$ cat config.mk
export PLATFORM = sky130hd
export DESIGN_NAME = dynamic_bus_sizer
export DESIGN_NICKNAME = d
export VERILOG_FILES = /design/src/include/dyn_sizer_pkg.sv /design/src/hdl/in_sync.sv /design/src/hdl/dynamic_bus_sizer.sv
export VERILOG_INCLUDE_DIRS = /design/src /design/src/include
export SDC_FILE = /design/constraint.sdc
export NUM_CORES = 1
export LEC_CHECK = 0
export BUFFER_PORTS_ARGS = -buffer_cell sky130_fd_sc_hd__buf_2
export CORE_ASPECT_RATIO = 0.6
export CORE_MARGIN = 2
export CORE_UTILIZATION = 52
export DETAILED_ROUTE_END_ITERATION = 8
export PLACE_DENSITY = 0.75
export SLEW_MARGIN = 40
export SYNTH_ARGS = -nofsm -noshare
export SYNTH_HDL_FRONTEND = slang
export SYNTH_SLANG_ARGS = --single-unit
$ cat constraint.sdc
create_clock -name ref_clk_i -period 2.4 [get_ports ref_clk_i]
set_input_delay 0.48 -clock ref_clk_i [delete_from_list [all_inputs] [get_ports ref_clk_i]]
set_output_delay 0.48 -clock ref_clk_i [all_outputs]
set_load 0.05 [all_outputs]
$ cat src/include/dyn_sizer_map.svh
// constant map of the dynamic bus sizer: codes and lane indices
`ifndef DYN_SIZER_MAP_SVH
`define DYN_SIZER_MAP_SVH

// acknowledge codes as {periph_ack_hi, periph_ack_lo} pin levels
`define DBS_ACK_WAIT  2'h3
`define DBS_ACK_8     2'h2
`define DBS_ACK_16    2'h1
`define DBS_ACK_32    2'h0

// access size codes as {access_size_hi, access_size_lo}
`define DBS_SIZ_BYTE  2'h1
`define DBS_SIZ_WORD  2'h2

// byte indices, 0 is the most significant lane
`define DBS_IDX_FIRST 2'h0
`define DBS_IDX_HALF2 2'h2
`define DBS_IDX_LAST  2'h3
`define DBS_IDX_STEP  2'h1

`endif

$ cat src/include/dyn_sizer_pkg.sv
// types shared by the dynamic bus sizer
`default_nettype none

package dyn_sizer_pkg;

    // ====================================================================
    // access sequencer states
    typedef enum logic [4:0] {
        ST_IDLE = 5'b00001,
        ST_XFER = 5'b00010,
        ST_NEXT = 5'b00100,
        ST_DONE = 5'b01000,
        ST_HOLD = 5'b10000
    } state_e;

    // word seen as four bytes, element 0 is bits 31:24
    typedef logic [0:3][7:0] word_bytes_t;

    // all pin inputs, carried together through the synchroniser
    typedef struct packed {
        logic        cs_n;
        logic        rd;
        logic [1:0]  siz;
        logic [1:0]  ofs;
        logic [1:0]  ack;
        logic [31:0] cpu_data;
        logic [15:0] periph_data;
    } pin_in_s;

endpackage : dyn_sizer_pkg

`default_nettype wire

$ cat src/hdl/in_sync.sv
// three-stage pin synchroniser with agreement filter
`default_nettype none

module in_sync #(
    parameter int WIDTH = 1
) (
    // clock and reset
    input  wire logic             clk_i,
    input  wire logic             reset_n_i,
    // raw and filtered levels
    input  wire logic [WIDTH-1:0] async_i,
    output logic      [WIDTH-1:0] sync_o
);

    logic [WIDTH-1:0] s1_r;
    logic [WIDTH-1:0] s2_r;
    logic [WIDTH-1:0] s3_r;
    logic [WIDTH-1:0] out_r;
    logic [WIDTH-1:0] out_nxt;

    // a bit changes only once stages two and three agree
    assign out_nxt = (s2_r & ~(s2_r ^ s3_r)) | (out_r & (s2_r ^ s3_r));
    assign sync_o  = out_r;

    // resets to all ones: pins read as negated and idle
    always_ff @(posedge clk_i or negedge reset_n_i) begin
        if (!reset_n_i) begin
            s1_r  <= '1;
            s2_r  <= '1;
            s3_r  <= '1;
            out_r <= '1;
        end else begin
            s1_r  <= async_i;
            s2_r  <= s1_r;
            s3_r  <= s2_r;
            out_r <= out_nxt;
        end
    end

endmodule : in_sync

`default_nettype wire

$ cat src/hdl/dynamic_bus_sizer.sv
// dynamic bus sizer: 32-bit processor bus to 8/16/32-bit peripheral port
`include "dyn_sizer_map.svh"
`default_nettype none

module dynamic_bus_sizer (
    // clock and reset
    input  wire logic        ref_clk_i,
    input  wire logic        reset_n_i,
    // processor bus control
    input  wire logic        chip_sel_n_i,
    input  wire logic        read_write_i,
    input  wire logic        access_size_hi_i,
    input  wire logic        access_size_lo_i,
    input  wire logic        byte_offset_hi_i,
    input  wire logic        byte_offset_lo_i,
    output logic             cpu_xfer_ack_n_o,
    // processor data, bit i of the enable covers bits 8i+7:8i
    input  wire logic [31:0] cpu_data_i,
    output logic      [31:0] cpu_data_o,
    output logic      [3:0]  cpu_data_oe_n_o,
    // peripheral control
    output logic             periph_byte_addr_hi_o,
    output logic             periph_byte_addr_lo_o,
    output logic             periph_strobe_n_o,
    output logic             upper_lane_write_en_n_o,
    output logic             lower_lane_write_en_n_o,
    output logic             byte_port_write_en_n_o,
    input  wire logic        periph_ack_hi_n_i,
    input  wire logic        periph_ack_lo_n_i,
    // peripheral data, upper half
    input  wire logic [15:0] periph_data_upper_i,
    output logic      [15:0] periph_data_upper_o,
    output logic             periph_data_upper_oe_n_o
);

    // ====================================================================
    // pin synchronisers
    dyn_sizer_pkg::pin_in_s pins_raw;
    dyn_sizer_pkg::pin_in_s pins;

    assign pins_raw = {chip_sel_n_i, read_write_i,
                       access_size_hi_i, access_size_lo_i,
                       byte_offset_hi_i, byte_offset_lo_i,
                       periph_ack_hi_n_i, periph_ack_lo_n_i,
                       cpu_data_i, periph_data_upper_i};

    // every pin is registered before use
    in_sync #(
        .WIDTH ($bits(dyn_sizer_pkg::pin_in_s))
    ) u_sync (
        .clk_i     (ref_clk_i),
        .reset_n_i (reset_n_i),
        .async_i   (pins_raw),
        .sync_o    (pins)
    );

    // ====================================================================
    // state
    dyn_sizer_pkg::state_e      state_r;
    dyn_sizer_pkg::state_e      state_nxt;
    logic [1:0]                 cur_r;
    logic [1:0]                 cur_nxt;
    logic [1:0]                 end_r;
    logic [1:0]                 port_r;
    logic                       rd_r;
    dyn_sizer_pkg::word_bytes_t wdata_r;
    dyn_sizer_pkg::word_bytes_t rdata_r;
    dyn_sizer_pkg::word_bytes_t rdata_nxt;
    logic [1:0]                 addr_r;
    logic                       strobe_n_r;
    logic                       xack_n_r;
    logic                       upper_we_n_r;
    logic                       lower_we_n_r;
    logic                       byte_we_n_r;
    logic [15:0]                pd_out_r;
    logic                       pd_oe_n_r;
    logic [3:0]                 cpu_oe_n_r;

    // ====================================================================
    // decode of access and acknowledge codes
    wire logic        cs_act   = !pins.cs_n;
    wire logic        is_byte  = pins.siz == `DBS_SIZ_BYTE;
    wire logic        is_word  = pins.siz == `DBS_SIZ_WORD;
    wire logic        ack_seen = pins.ack != `DBS_ACK_WAIT;
    wire logic        port8    = pins.ack == `DBS_ACK_8;
    wire logic        port16   = pins.ack == `DBS_ACK_16;
    wire logic        is_idle  = state_r == dyn_sizer_pkg::ST_IDLE;
    wire logic        xfer_ack = state_r == dyn_sizer_pkg::ST_XFER
                                 && cs_act && ack_seen;
    // offset 00 is lane D31:24, long words start on lane 0
    wire logic [1:0]  start_idx = is_byte ? pins.ofs :
                                  is_word ? {pins.ofs[1], 1'b0} :
                                  `DBS_IDX_FIRST;
    wire logic [1:0]  end_idx   = is_byte ? pins.ofs :
                                  is_word ? {pins.ofs[1], 1'b1} :
                                  `DBS_IDX_LAST;
    // narrower ports need more transfers to cover the access
    wire logic        last_xfer = port8  ? (cur_r == end_r) :
                                  port16 ? (cur_r[1] == end_r[1]) : 1'b1;
    wire logic [1:0]  cur_step  = (port_r == `DBS_ACK_8) ?
                                  cur_r + `DBS_IDX_STEP : `DBS_IDX_HALF2;
    wire logic [1:0]  port_nxt  = xfer_ack ? pins.ack : port_r;
    // values as they stand once the next state is entered
    wire logic        rd_nxt    = is_idle ? pins.rd : rd_r;
    wire logic [1:0]  end_nxt   = is_idle ? end_idx : end_r;
    wire dyn_sizer_pkg::word_bytes_t wsrc =
        is_idle ? dyn_sizer_pkg::word_bytes_t'(pins.cpu_data) : wdata_r;
    wire logic        xfer_nxt  = state_nxt == dyn_sizer_pkg::ST_XFER;
    wire logic        wr_xfer   = xfer_nxt && !rd_nxt;
    wire logic        rd_out    = rd_nxt
                                  && (state_nxt == dyn_sizer_pkg::ST_DONE
                                  || state_nxt == dyn_sizer_pkg::ST_HOLD);
    // odd bytes go on both lanes so 8 and 16-bit ports both see them
    wire logic [7:0]  pd_hi_nxt = wsrc[cur_nxt];
    wire logic [7:0]  pd_lo_nxt = cur_nxt[0] ? wsrc[cur_nxt]
                                  : wsrc[{cur_nxt[1], 1'b1}];

    // sequencer: strobe, wait on HH, step, acknowledge, wait for release
    always_comb begin
        state_nxt = state_r;
        cur_nxt   = cur_r;
        case (state_r)
            dyn_sizer_pkg::ST_IDLE: begin
                if (cs_act) begin
                    state_nxt = dyn_sizer_pkg::ST_XFER;
                    cur_nxt   = start_idx;
                end
            end
            dyn_sizer_pkg::ST_XFER: begin
                if (!cs_act) begin
                    state_nxt = dyn_sizer_pkg::ST_IDLE;
                end else if (ack_seen) begin
                    state_nxt = last_xfer ? dyn_sizer_pkg::ST_DONE
                                          : dyn_sizer_pkg::ST_NEXT;
                end
            end
            dyn_sizer_pkg::ST_NEXT: begin
                // next strobe only after the peripheral drops its code
                if (!cs_act) begin
                    state_nxt = dyn_sizer_pkg::ST_IDLE;
                end else if (!ack_seen) begin
                    state_nxt = dyn_sizer_pkg::ST_XFER;
                    cur_nxt   = cur_step;
                end
            end
            dyn_sizer_pkg::ST_DONE: begin
                state_nxt = cs_act ? dyn_sizer_pkg::ST_HOLD
                                   : dyn_sizer_pkg::ST_IDLE;
            end
            dyn_sizer_pkg::ST_HOLD: begin
                if (!cs_act) begin
                    state_nxt = dyn_sizer_pkg::ST_IDLE;
                end
            end
            default: begin
                state_nxt = dyn_sizer_pkg::ST_IDLE;
            end
        endcase
    end

    // read lanes: earlier bytes stay latched until the access ends
    always_comb begin
        rdata_nxt = rdata_r;
        if (xfer_ack && rd_r) begin
            if (port8) begin
                rdata_nxt[cur_r] = pins.periph_data[15:8];
            end else if (port16) begin
                rdata_nxt[{cur_r[1], 1'b0}] = pins.periph_data[15:8];
                rdata_nxt[{cur_r[1], 1'b1}] = pins.periph_data[7:0];
            end else begin
                rdata_nxt[0] = pins.periph_data[15:8];
                rdata_nxt[1] = pins.periph_data[7:0];
            end
        end
    end

    // ====================================================================
    // access registers
    always_ff @(posedge ref_clk_i or negedge reset_n_i) begin
        if (!reset_n_i) begin
            state_r <= dyn_sizer_pkg::ST_IDLE;
            cur_r   <= `DBS_IDX_FIRST;
            end_r   <= `DBS_IDX_FIRST;
            port_r  <= `DBS_ACK_32;
            rd_r    <= 1'b1;
            wdata_r <= '0;
            rdata_r <= '0;
        end else begin
            state_r <= state_nxt;
            cur_r   <= cur_nxt;
            end_r   <= end_nxt;
            port_r  <= port_nxt;
            rd_r    <= rd_nxt;
            wdata_r <= wsrc;
            rdata_r <= rdata_nxt;
        end
    end

    // output registers, loaded from the next state so pins move together
    always_ff @(posedge ref_clk_i or negedge reset_n_i) begin
        if (!reset_n_i) begin
            addr_r       <= `DBS_IDX_FIRST;
            strobe_n_r   <= 1'b1;
            xack_n_r     <= 1'b1;
            upper_we_n_r <= 1'b1;
            lower_we_n_r <= 1'b1;
            byte_we_n_r  <= 1'b1;
            pd_out_r     <= '0;
            pd_oe_n_r    <= 1'b1;
            cpu_oe_n_r   <= 4'hf;
        end else begin
            addr_r       <= cur_nxt;
            strobe_n_r   <= !xfer_nxt;
            xack_n_r     <= state_nxt != dyn_sizer_pkg::ST_DONE;
            upper_we_n_r <= !(wr_xfer && !cur_nxt[0]);
            lower_we_n_r <= !(wr_xfer
                            && (cur_nxt[0] || cur_nxt != end_nxt));
            byte_we_n_r  <= !wr_xfer;
            pd_out_r     <= {pd_hi_nxt, pd_lo_nxt};
            pd_oe_n_r    <= !wr_xfer;
            cpu_oe_n_r[3:2] <= {2{!rd_out}};
            // on 32-bit ports the outside transceivers own D15-D0
            cpu_oe_n_r[1:0] <= {2{!(rd_out && port_nxt != `DBS_ACK_32)}};
        end
    end

    assign cpu_data_o               = rdata_r;
    assign cpu_data_oe_n_o          = cpu_oe_n_r;
    assign cpu_xfer_ack_n_o         = xack_n_r;
    assign periph_byte_addr_hi_o    = addr_r[1];
    assign periph_byte_addr_lo_o    = addr_r[0];
    assign periph_strobe_n_o        = strobe_n_r;
    assign upper_lane_write_en_n_o  = upper_we_n_r;
    assign lower_lane_write_en_n_o  = lower_we_n_r;
    assign byte_port_write_en_n_o   = byte_we_n_r;
    assign periph_data_upper_o      = pd_out_r;
    assign periph_data_upper_oe_n_o = pd_oe_n_r;
endmodule : dynamic_bus_sizer

`default_nettype wire

Word level (Yosys, flattened, before mapping). Index checks and enable logic that the tools add are counted.

Flip-flop bits (word level): 324. Bits of input ports: 58. Output and inout port bits: 60. Word-level logic and storage cells: 129.

$add $sub $neg: 1. Magnitude comparators: 8. Equal/unequal tests: 18. Multiplexer cells: 43. Bitwise gates (word level): 10. Reduce and logical (&&, ||, !) cells: 25.

Operators with widths (count): 56-bit bitwise AND (2); 32-bit bitwise mux (3); 32-bit two-way mux (2); 8-bit two-way mux (8); 56-bit inverter (1); 56-bit OR (1); 56-bit bitwise XOR (1); 8-bit demux with 2-bit select (3); 5-bit two-way mux (7); 8-bit binary-select mux with 2-bit select (2); 16-bit two-way mux (2); 5-bit one-hot mux with 5 select lines (1); 2-bit two-way mux (10); 3-bit greater-or-equal comparator (second input constant) (5); 2-bit inverter with 3-bit output (5); 1-bit logical AND (11); 5-bit by 2-bit == test with 1-bit output (second input constant) (2); 5-bit by 4-bit == test with 1-bit output (second input constant) (2); 5-bit == test (second input constant) (2); 1-bit zero test (9); 3-bit by 1-bit < comparator with 1-bit output (second input constant) (3); 2-bit == test (second input constant) (3); 5-bit by 1-bit == test with 1-bit output (second input constant) (1); 5-bit by 3-bit == test with 1-bit output (second input constant) (1); 13 further kinds (18).

Logic depth before layout (Yosys ltp). Gate-level depths: netlist of run 1.

Depth in word-level cells: 12. Depth in mapped cells: 10. Gate-level depth less buffers: 7.

Modules after synthesis. Synthesis of run 1 repeated with hierarchy kept, for this count alone.

Cells, all modules: 625. Area, all modules: 10984.3 um2.

Modules (own cells, without submodules): in_sync (instances 1, cells each 280, area each 6516.2 um2, sequential area each 5885.6 um2); dynamic_bus_sizer (instances 1, cells each 345, area each 4468.0 um2, sequential area each 2488.6 um2).

Worst setup path before layout of run 1. OpenSTA, ideal clock, no wires.

Path type: reg-to-reg. From: register, netlist name addr_r[1]. To: register pd_out_r[14], in the netlist periph_data_upper_o[14]. Library setup time: 0.129 ns. Data arrival time: 2.536 ns. Data required time: 2.271 ns. Slack: -0.266 ns. Cell stages (with the launch flop): 11. Buffers on the path: 3. Clock period less this slack: 2.666 ns. Path through: dfrtp_1 clkbuf_1 inv_1 ha_1 nor3b_1 or4_1 o311ai_1 buf_6 buf_12 mux2i_1 mux2i_1.

RTL lines: end signal, assigned (RTL line dynamic_bus_sizer.sv:219) `pd_out_r <= {pd_hi_nxt, pd_lo_nxt};`; end, declared (RTL line dynamic_bus_sizer.sv:75) `logic [15:0] pd_out_r;`.

==> results by group, run 1 <==
Global route
  • All-Layer GR Usage: 0.185
  • Antenna violations before repair: 0
  • Number of global-route vias before repair: 5884
  • Wire length of the first global-routing pass: 32100 um
  • Total congestion overflow after global routing: 0
  • Pin count of the biggest net entering global routing: 80

Die
  • Horizontal die dimension: 191 um
  • Standard cell core area: 20300 um2
  • Area of the die: approximately 22000 um2
  • Starting utilization of the core area: 0.537
  • Cell Rows: 40
  • I/O Pins: 118
  • Die Span Y: 116 um

Drt
  • Via-per-instance ratio: approximately 5.1
  • DRC viols: 0
  • Detail-routed net length per standard cell: 18.4 um
  • Number of routed nets with antenna violations: 0
  • Vias after detailed routing: 5496
  • Length of the first detailed-routing pass in iterations: 7
  • Detailed Route Iter0 Violations: 362
  • Detailed-route wire length: 19900 um

Clock network
  • Count of clock tree sinks: between 300 and 400
  • CTS tree: done
  • Clock Tree Root: sky130_fd_sc_hd__clkbuf_16
  • Maximum clock insertion buffer count: 3
  • Reg clk slew, reported paths: 0.07 ns
  • CTS H-tree lvls: 1
  • Cts bufs inserted: 28
  • Later-pin clock latency in the skew report: 0.54 ns

Logic synthesis
  • Syn_nets: ~690
  • Number of enable flip-flop cells after synthesis: 0
  • Warnings, synthesis: 0
  • Mean cell area of the mapped netlist: 17.4 um2
  • Gate count after technology mapping: 627
  • Number of different library cells in the post-synthesis netlist: 47
  • Number of synthesized register bits: 323
  • Portion of the post-synthesis area used by sequential elements: 0.770
  • Post-synthesis async set-or-reset flop share: 1.00
  • Mapped cell area: between 10000 and 15000 um2
  • Main synth FF type: sky130_fd_sc_hd__dfstp_2

Finish
  • Fillcell total: roughly 1400
  • Leading cell type in the layout, fill and taps excluded: sky130_fd_sc_hd__dfstp_2
  • Finished Core Util: 0.643
  • Final net count: 852
  • Commonest non-fill, non-tap cells in the layout: sky130_fd_sc_hd__dfstp_2, sky130_fd_sc_hd__buf_2, sky130_fd_sc_hd__dfrtp_1
  • Area growth from synthesis to layout: 19.8%
  • Share of cells above drive strength 1: 0.613
  • Final antenna diode count: 0

Timing
  • Pin slew with the least headroom to its limit: just under 0.8 ns
  • Pins Over Slew Limit: 0
  • Timing-limited maximum frequency: 426 MHz
  • Shortest period the worst path allows: 2.35 ns
  • Finish-stage setup viols: 0
  • RSZ-0062 raised after global routing: true
  • Clock skew: approximately 0.0097 ns
  • Final critical-path setup slack: 0.0547 ns
  • Number of hold violations in the final report: 0
  • Period utilization: 0.977
  • Max-slew headroom at the worst pin: 0.471

Hold path
  • Origin of the worst min-delay path: cpu_data_i[20]
  • Hold Path Cell Cnt: 1
  • Worst Hold Path EP: u_sync.s1_r[36]$_DFF_PN1_
  • Path type of the worst min-delay path: in2reg

Placement
  • Routability-driven placement congestion ratio: 0.924
  • Post-placement worst setup slack: -0.00711 ns
  • Final HPWL DP: 13100 um
  • IO buf count: 117

Power
  • NetSw: 5.41 mW
  • Share of total power in the clock network: 0.281
  • Total power after layout: between 15 and 20 mW
  • Sequential share of power: 0.438
  • Max rail drop VDD: 624 uV
  • Part of the power in combinational logic: 0.282
  • Power per cell area: around 1200 nW/um2
  • Fraction of power spent switching nets: 0.333
  • Pint: 10.8 mW
  • Static power due to leakage: between 5 and 6 nW

Critical path
  • Register-to-register path setup slack: between 0.05 and 0.06 ns
  • Count of cells along the worst register-to-register path: 7
  • Slowest stage delay, CP: 0.54 ns
  • Crit path top cell by count: sky130_fd_sc_hd__mux2i_1
  • WP data arrival: 2.75 ns
  • Worst R2R End: periph_data_upper_o[14]$_DFF_PN0_
  • Critical Setup Path Class: reg2reg
  • Kind of launch point of the worst setup path: flip-flop
  • Critical path buffers and inverters: 2
  • Kind of end point of the critical path: flip-flop
  • Worst path required time: 2.81 ns
  • Crit-path cells: or4b_4, or4_1, o311ai_4, buf_12, buf_4, mux2i_1, mux2i_1
  • Master of the slowest instance on the critical path: sky130_fd_sc_hd__or4b_4
  • Top Family by Delay on Critical Path: simple AND/OR/NAND/NOR gates
  • Critical path peak fanout: 10

Run
  • Number of violations of the max-capacitance limit: 0

Status
  • Status: finished, final reports clean
layer usage:
layer	GRT usage	vias up	wire, um
met5	0	-	0
met4	0.0439	0	398
met3	0.0406	33	1130
met2	0.277	177	8850
met1	0.280	2826	9510
li1	-	2460	-
timing repair:
action / 4_1_cts / 5_1_grt
pin swaps: 0 / 1
setup endpoints to repair: 1 / 8
hold buffers: 1 / 0
gates cloned: 0 / 1
gates resized for setup: 1 / 11
hold endpoints to repair: 6 / 0
buffers inserted: 3 / 2
through the flow:
step,cell area (um2),cells,setup TNS [ns],hold slack [ns]
2_1_floorplan,10900,627,0,0.184
3_3_place_gp,12000,1023,0,0.345
3_5_place_dp,12000,1023,-0.00711,0.347
4_1_cts,13000,1079,0,0.00361
5_1_grt,13000,1082,-0.00411,0.00423
6_report,13000,1082,0,0.0381
final cells by class:
| class | count | area (um2) | share of cell area |
|---|---|---|---|
| Clock inverter | 11 | 131 | 0.0101 |
| Tap cell | 273 | 342 | 0.0262 |
| Clock buffer | 41 | 831 | 0.0638 |
| Inverter | 26 | 97.6 | 0.00749 |
| Multi-Input combinational cell | 258 | 2340 | 0.180 |
| Sequential cell | 323 | 8380 | 0.643 |
| Timing Repair Buffer | 150 | 912 | 0.0700 |
cells by family (layout without fill, tap and decap cells):
| logic type | after synthesis | in the layout | synth area share |
|---|---|---|---|
| buf+inv | 46 | 228 | 0.0210 |
| compound gates | 49 | 49 | 0.0336 |
| mux | 76 | 76 | 0.0756 |
| xor+xnor | 7 | 7 | 0.00564 |
| fa+ha+maj | 63 | 63 | 0.0596 |
| flops | 323 | 323 | 0.770 |
| simple gates | 63 | 63 | 0.0348 |
cells in the mapped netlist (4+ instances only):
| cell type | instances | area (um2) |
|---|---|---|
| sky130_fd_sc_hd__mux2_2 | 49 | 552 |
| sky130_fd_sc_hd__a21oi_1 | 11 | 55.1 |
| sky130_fd_sc_hd__dfrtp_1 | 90 | 2250 |
| sky130_fd_sc_hd__maj3_1 | 56 | 561 |
| sky130_fd_sc_hd__nor3b_1 | 4 | 30.0 |
| sky130_fd_sc_hd__ha_1 | 7 | 87.6 |
| sky130_fd_sc_hd__buf_2 | 7 | 35.0 |
| sky130_fd_sc_hd__inv_1 | 26 | 97.6 |
| sky130_fd_sc_hd__buf_4 | 4 | 30.0 |
| sky130_fd_sc_hd__xor2_1 | 4 | 35.0 |
| sky130_fd_sc_hd__dfstp_2 | 233 | 6120 |
| sky130_fd_sc_hd__nand2_1 | 7 | 26.3 |
| sky130_fd_sc_hd__o21ai_0 | 13 | 65.1 |
| sky130_fd_sc_hd__nor2_1 | 16 | 60.1 |
| sky130_fd_sc_hd__a22oi_1 | 8 | 60.1 |
| sky130_fd_sc_hd__a22o_1 | 9 | 78.8 |
| sky130_fd_sc_hd__mux2i_1 | 27 | 270 |
| sky130_fd_sc_hd__nor3_1 | 4 | 20.0 |
| sky130_fd_sc_hd__nand3_1 | 9 | 45.0 |
power groups by stage:
stage | registers [mW] | clock network, mW | logic, mW
finish | 7.12 | 4.56 | 4.58
global route | 7.21 | 4.93 | 4.87
CTS | 7.11 | 4.69 | 4.48
detailed placement | 7.19 | 0 | 4.39
global placement | 7.14 | 0 | 4.27
floorplan | 8.35 | 0 | 1.91
worst max-delay path by stage:
stage                             start                                end  slack [ns]  depth (start not counted)
finish                        flip-flop  periph_data_upper_o[14]$_DFF_PN0_        0.05                          7
global route                  flip-flop  periph_data_upper_o[14]$_DFF_PN0_      -0.003                          7
CTS                           flip-flop  periph_data_upper_o[13]$_DFF_PN0_        0.03                          9
detailed placement            flip-flop  periph_data_upper_o[13]$_DFF_PN0_      -0.007                          6
global placement              flip-flop  periph_data_upper_o[13]$_DFF_PN0_        0.11                          6
floorplan           addr_r[0]$_DFF_PN0_  periph_data_upper_o[14]$_DFF_PN0_       0.002                          9
No activity file was read; power rests on OpenSTA's default activity.
==> inputs of run 2 (changes only) <==
--- a/config.mk
+++ b/config.mk
@@ -11,7 +11,7 @@
 export CORE_MARGIN = 2
 export CORE_UTILIZATION = 52
 export DETAILED_ROUTE_END_ITERATION = 8
-export PLACE_DENSITY = 0.75
+export PLACE_DENSITY_LB_ADDON = 0.1
 export SLEW_MARGIN = 40
 export SYNTH_ARGS = -nofsm -noshare
 export SYNTH_HDL_FRONTEND = slang
==> run 2 against run 1 <==
Routed wire length down 7.1%. Register-to-register slack better by 0.04 ns. Worst setup slack better by 0.037 ns. Count of clock-buffer cells in the layout up 3. Maximum frequency up 1.6%. Via count down 1.5%. Critical path type unchanged. Highest routed layer unchanged.
==> results by group, run 2 (synthesized netlist as in run 1, its figures left out) <==
Power
  • Sequential share of power: 0.444 (+0.006)
  • Power per cell area: 1230 nW/um2 (-1.6%)
  • Static power due to leakage: 5.57 nW (-0.31%)
  • Part of the power in combinational logic: 0.277 (-0.005)
  • NetSw: 5.18 mW (-4.3%)
  • Share of total power in the clock network: 0.280 (about the same)
  • Max rail drop VDD: 865 uV (+39%)
  • Fraction of power spent switching nets: 0.325 (-0.00792)
  • Pint: 10.8 mW (-0.81%)

Die
  • I/O Pins: 118 (unchanged)
  • Horizontal die dimension: 191 um (unchanged)
  • Cell Rows: 40 (unchanged)
  • Area of the die: 22100 um2 (unchanged)
  • Standard cell core area: 20300 um2 (unchanged)
  • Die Span Y: 116 um (unchanged)
  • Starting utilization of the core area: 0.537 (unchanged)

Drt
  • Detailed-route wire length: 18500 um (-7.1%)
  • Detail-routed net length per standard cell: 17.2 um (-6.6%)
  • Number of routed nets with antenna violations: 0 (unchanged)
  • Detailed Route Iter0 Violations: 398 (+9.9%)
  • Length of the first detailed-routing pass in iterations: 5 (-2)
  • DRC viols: 0 (unchanged)
  • Vias after detailed routing: 5415 (-1.5%)
  • Via-per-instance ratio: 5.03 (-1.0%)

Hold path
  • Path type of the worst min-delay path: in2reg

Critical path
  • Count of cells along the worst register-to-register path: 6 (-1)
  • WP data arrival: 2.71 ns (-0.04 ns)
  • Worst path required time: 2.80 ns (about the same)
  • Capturing element of the worst setup path: periph_data_upper_o[13]$_DFF_PN0_
  • Critical path peak fanout: 10 (unchanged)
  • Worst R2R End: periph_data_upper_o[13]$_DFF_PN0_
  • Kind of end point of the critical path: flip-flop
  • Register-to-register path setup slack: 0.09 ns (+0.04 ns)
  • Kind of launch point of the worst setup path: flip-flop
  • Critical Setup Path Class: reg2reg

Timing
  • Clock skew: 0.0131 ns (+0.00337 ns)
  • Number of hold violations in the final report: 0 (unchanged)
  • Final critical-path setup slack: 0.0921 ns (+0.0375 ns)
  • RSZ-0062 raised after global routing: false
  • Shortest period the worst path allows: 2.31 ns (-0.0375 ns)
  • Finish-stage setup viols: 0 (unchanged)
  • Post-Route Hold Slack: 0.0379 ns (-0.000210 ns)
  • Pins Over Slew Limit: 0 (unchanged)
  • Timing-limited maximum frequency: 433 MHz (+1.6%)
  • Max-slew headroom at the worst pin: 0.607 (+0.136)
  • Pin slew with the least headroom to its limit: 0.589 ns (-0.205 ns)
  • Period utilization: 0.962 (-0.0156)

Finish
  • Leading cell type in the layout, fill and taps excluded: sky130_fd_sc_hd__dfstp_2
  • Final antenna diode count: 0 (unchanged)
  • Commonest non-fill, non-tap cells in the layout: sky130_fd_sc_hd__dfstp_2, sky130_fd_sc_hd__buf_2, sky130_fd_sc_hd__dfrtp_1
  • Fillcell total: 1491 (+7.4%)
  • Final net count: 847 (-0.59%)
  • Area growth from synthesis to layout: 19.3%
  • Share of cells above drive strength 1: 0.607 (-0.00614)

Global route
  • Total congestion overflow after global routing: 0 (unchanged)
  • Pin count of the biggest net entering global routing: 94 (+18%)
  • Number of global-route vias before repair: 5686 (-3.4%)
  • All-Layer GR Usage: 0.176 (-0.00894)
  • Antenna violations before repair: 0 (unchanged)
  • Wire length of the first global-routing pass: 30500 um (-5.0%)

Clock network
  • Maximum clock insertion buffer count: 3 (unchanged)
  • CTS tree: done
  • CTS H-tree lvls: 1 (unchanged)
  • Later-pin clock latency in the skew report: 0.53 ns (about the same)
  • Cts bufs inserted: 28 (unchanged)
  • Clock Tree Root: sky130_fd_sc_hd__clkbuf_16
  • Count of clock tree sinks: 323 (unchanged)
  • Reg clk slew, reported paths: 0.07 ns (about the same)

Placement
  • Routability-driven placement congestion ratio: 0.804 (-13%)
  • Final HPWL DP: 12500 um (-4.1%)
  • IO buf count: 117 (unchanged)
  • Post-placement worst setup slack: -0.0416 ns (-0.0345 ns)

Run
  • Number of violations of the max-capacitance limit: 0 (unchanged)

Status
  • Status: finished, final reports clean
run 2: cell types whose count changed in the layout (fill, tap and decap cells not counted), sizes merged:
cell and change:
buf -5, clkinv -2, bufinv -1, clkbuf +3
run 2: layout make-up:
type,instances,area [um2],share of cell area
well taps,273,342,0.0263
clock buffers,44,872,0.0672
flip-flops and latches,323,8380,0.645
clock inverters,8,68.8,0.00530
repair buffers,145,896,0.0690
multi-input cells,258,2330,0.179
inverters,26,97.6,0.00752
run 2: per-layer routing:
| metal | vias up | GRT usage | part of all wire |
|---|---|---|---|
| li1 | 2463 | - | - |
| met4 | 0 | 0.0434 | 0.020 |
| met3 | 34 | 0.0327 | 0.056 |
| met1 | 2789 | 0.278 | 0.49 |
| met5 | - | 0 | 0 |
| met2 | 129 | 0.255 | 0.43 |
run 2: power by group through the flow:
stage	clock network (mW)	registers (mW)	logic, mW
floorplan	0	8.35	1.91
global placement	0	7.13	4.25
global route	4.85	7.19	4.71
CTS	4.60	7.09	4.42
finish	4.45	7.07	4.41
detailed placement	0	7.16	4.36
run 2: how the worst min path moves through the flow:
stage,end,cells after the start,start
floorplan,addr_r[0]$_DFF_PN0_,0,reset_n_i
global placement,u_sync.s2_r[21]$_DFF_PN1_,0,u_sync.s1_r[21]$_DFF_PN1_
detailed placement,u_sync.s2_r[21]$_DFF_PN1_,0,u_sync.s1_r[21]$_DFF_PN1_
CTS,u_sync.s1_r[48]$_DFF_PN1_,1,periph_ack_lo_n_i
global route,u_sync.s1_r[37]$_DFF_PN1_,1,cpu_data_i[21]
finish,u_sync.s1_r[48]$_DFF_PN1_,1,periph_ack_lo_n_i
run 2: what timing repair did:
action	4_1_cts	5_1_grt
setup buffers	1	0
endpoints found under the hold margin	16	0
setup endpoints to repair	3	10
hold buffers	1	0
gates resized for setup	0	4
run 2: per-stage QoR:
stage          setup TNS, ns  utilization  instances  power [mW]  cell area [um2]
2_1_floorplan              0            -        627        10.3            10900
3_3_place_gp               0        0.591       1023        11.4            12000
3_5_place_dp         -0.0666        0.591       1023        11.5            12000
4_1_cts                    0        0.639       1077        16.1            13000
5_1_grt                    0        0.640       1077        16.8            13000
6_report                   0        0.640       1077        15.9            13000
run 2: critical path, stage by stage, from the launching register on:
cell and delay, ns:
sky130_fd_sc_hd__dfstp_2 0.41, sky130_fd_sc_hd__or4b_4 0.55, sky130_fd_sc_hd__or4_4 0.51, sky130_fd_sc_hd__o311ai_4 0.13
sky130_fd_sc_hd__buf_12 0.21, sky130_fd_sc_hd__mux2i_1 0.26, sky130_fd_sc_hd__mux2i_1 0.11
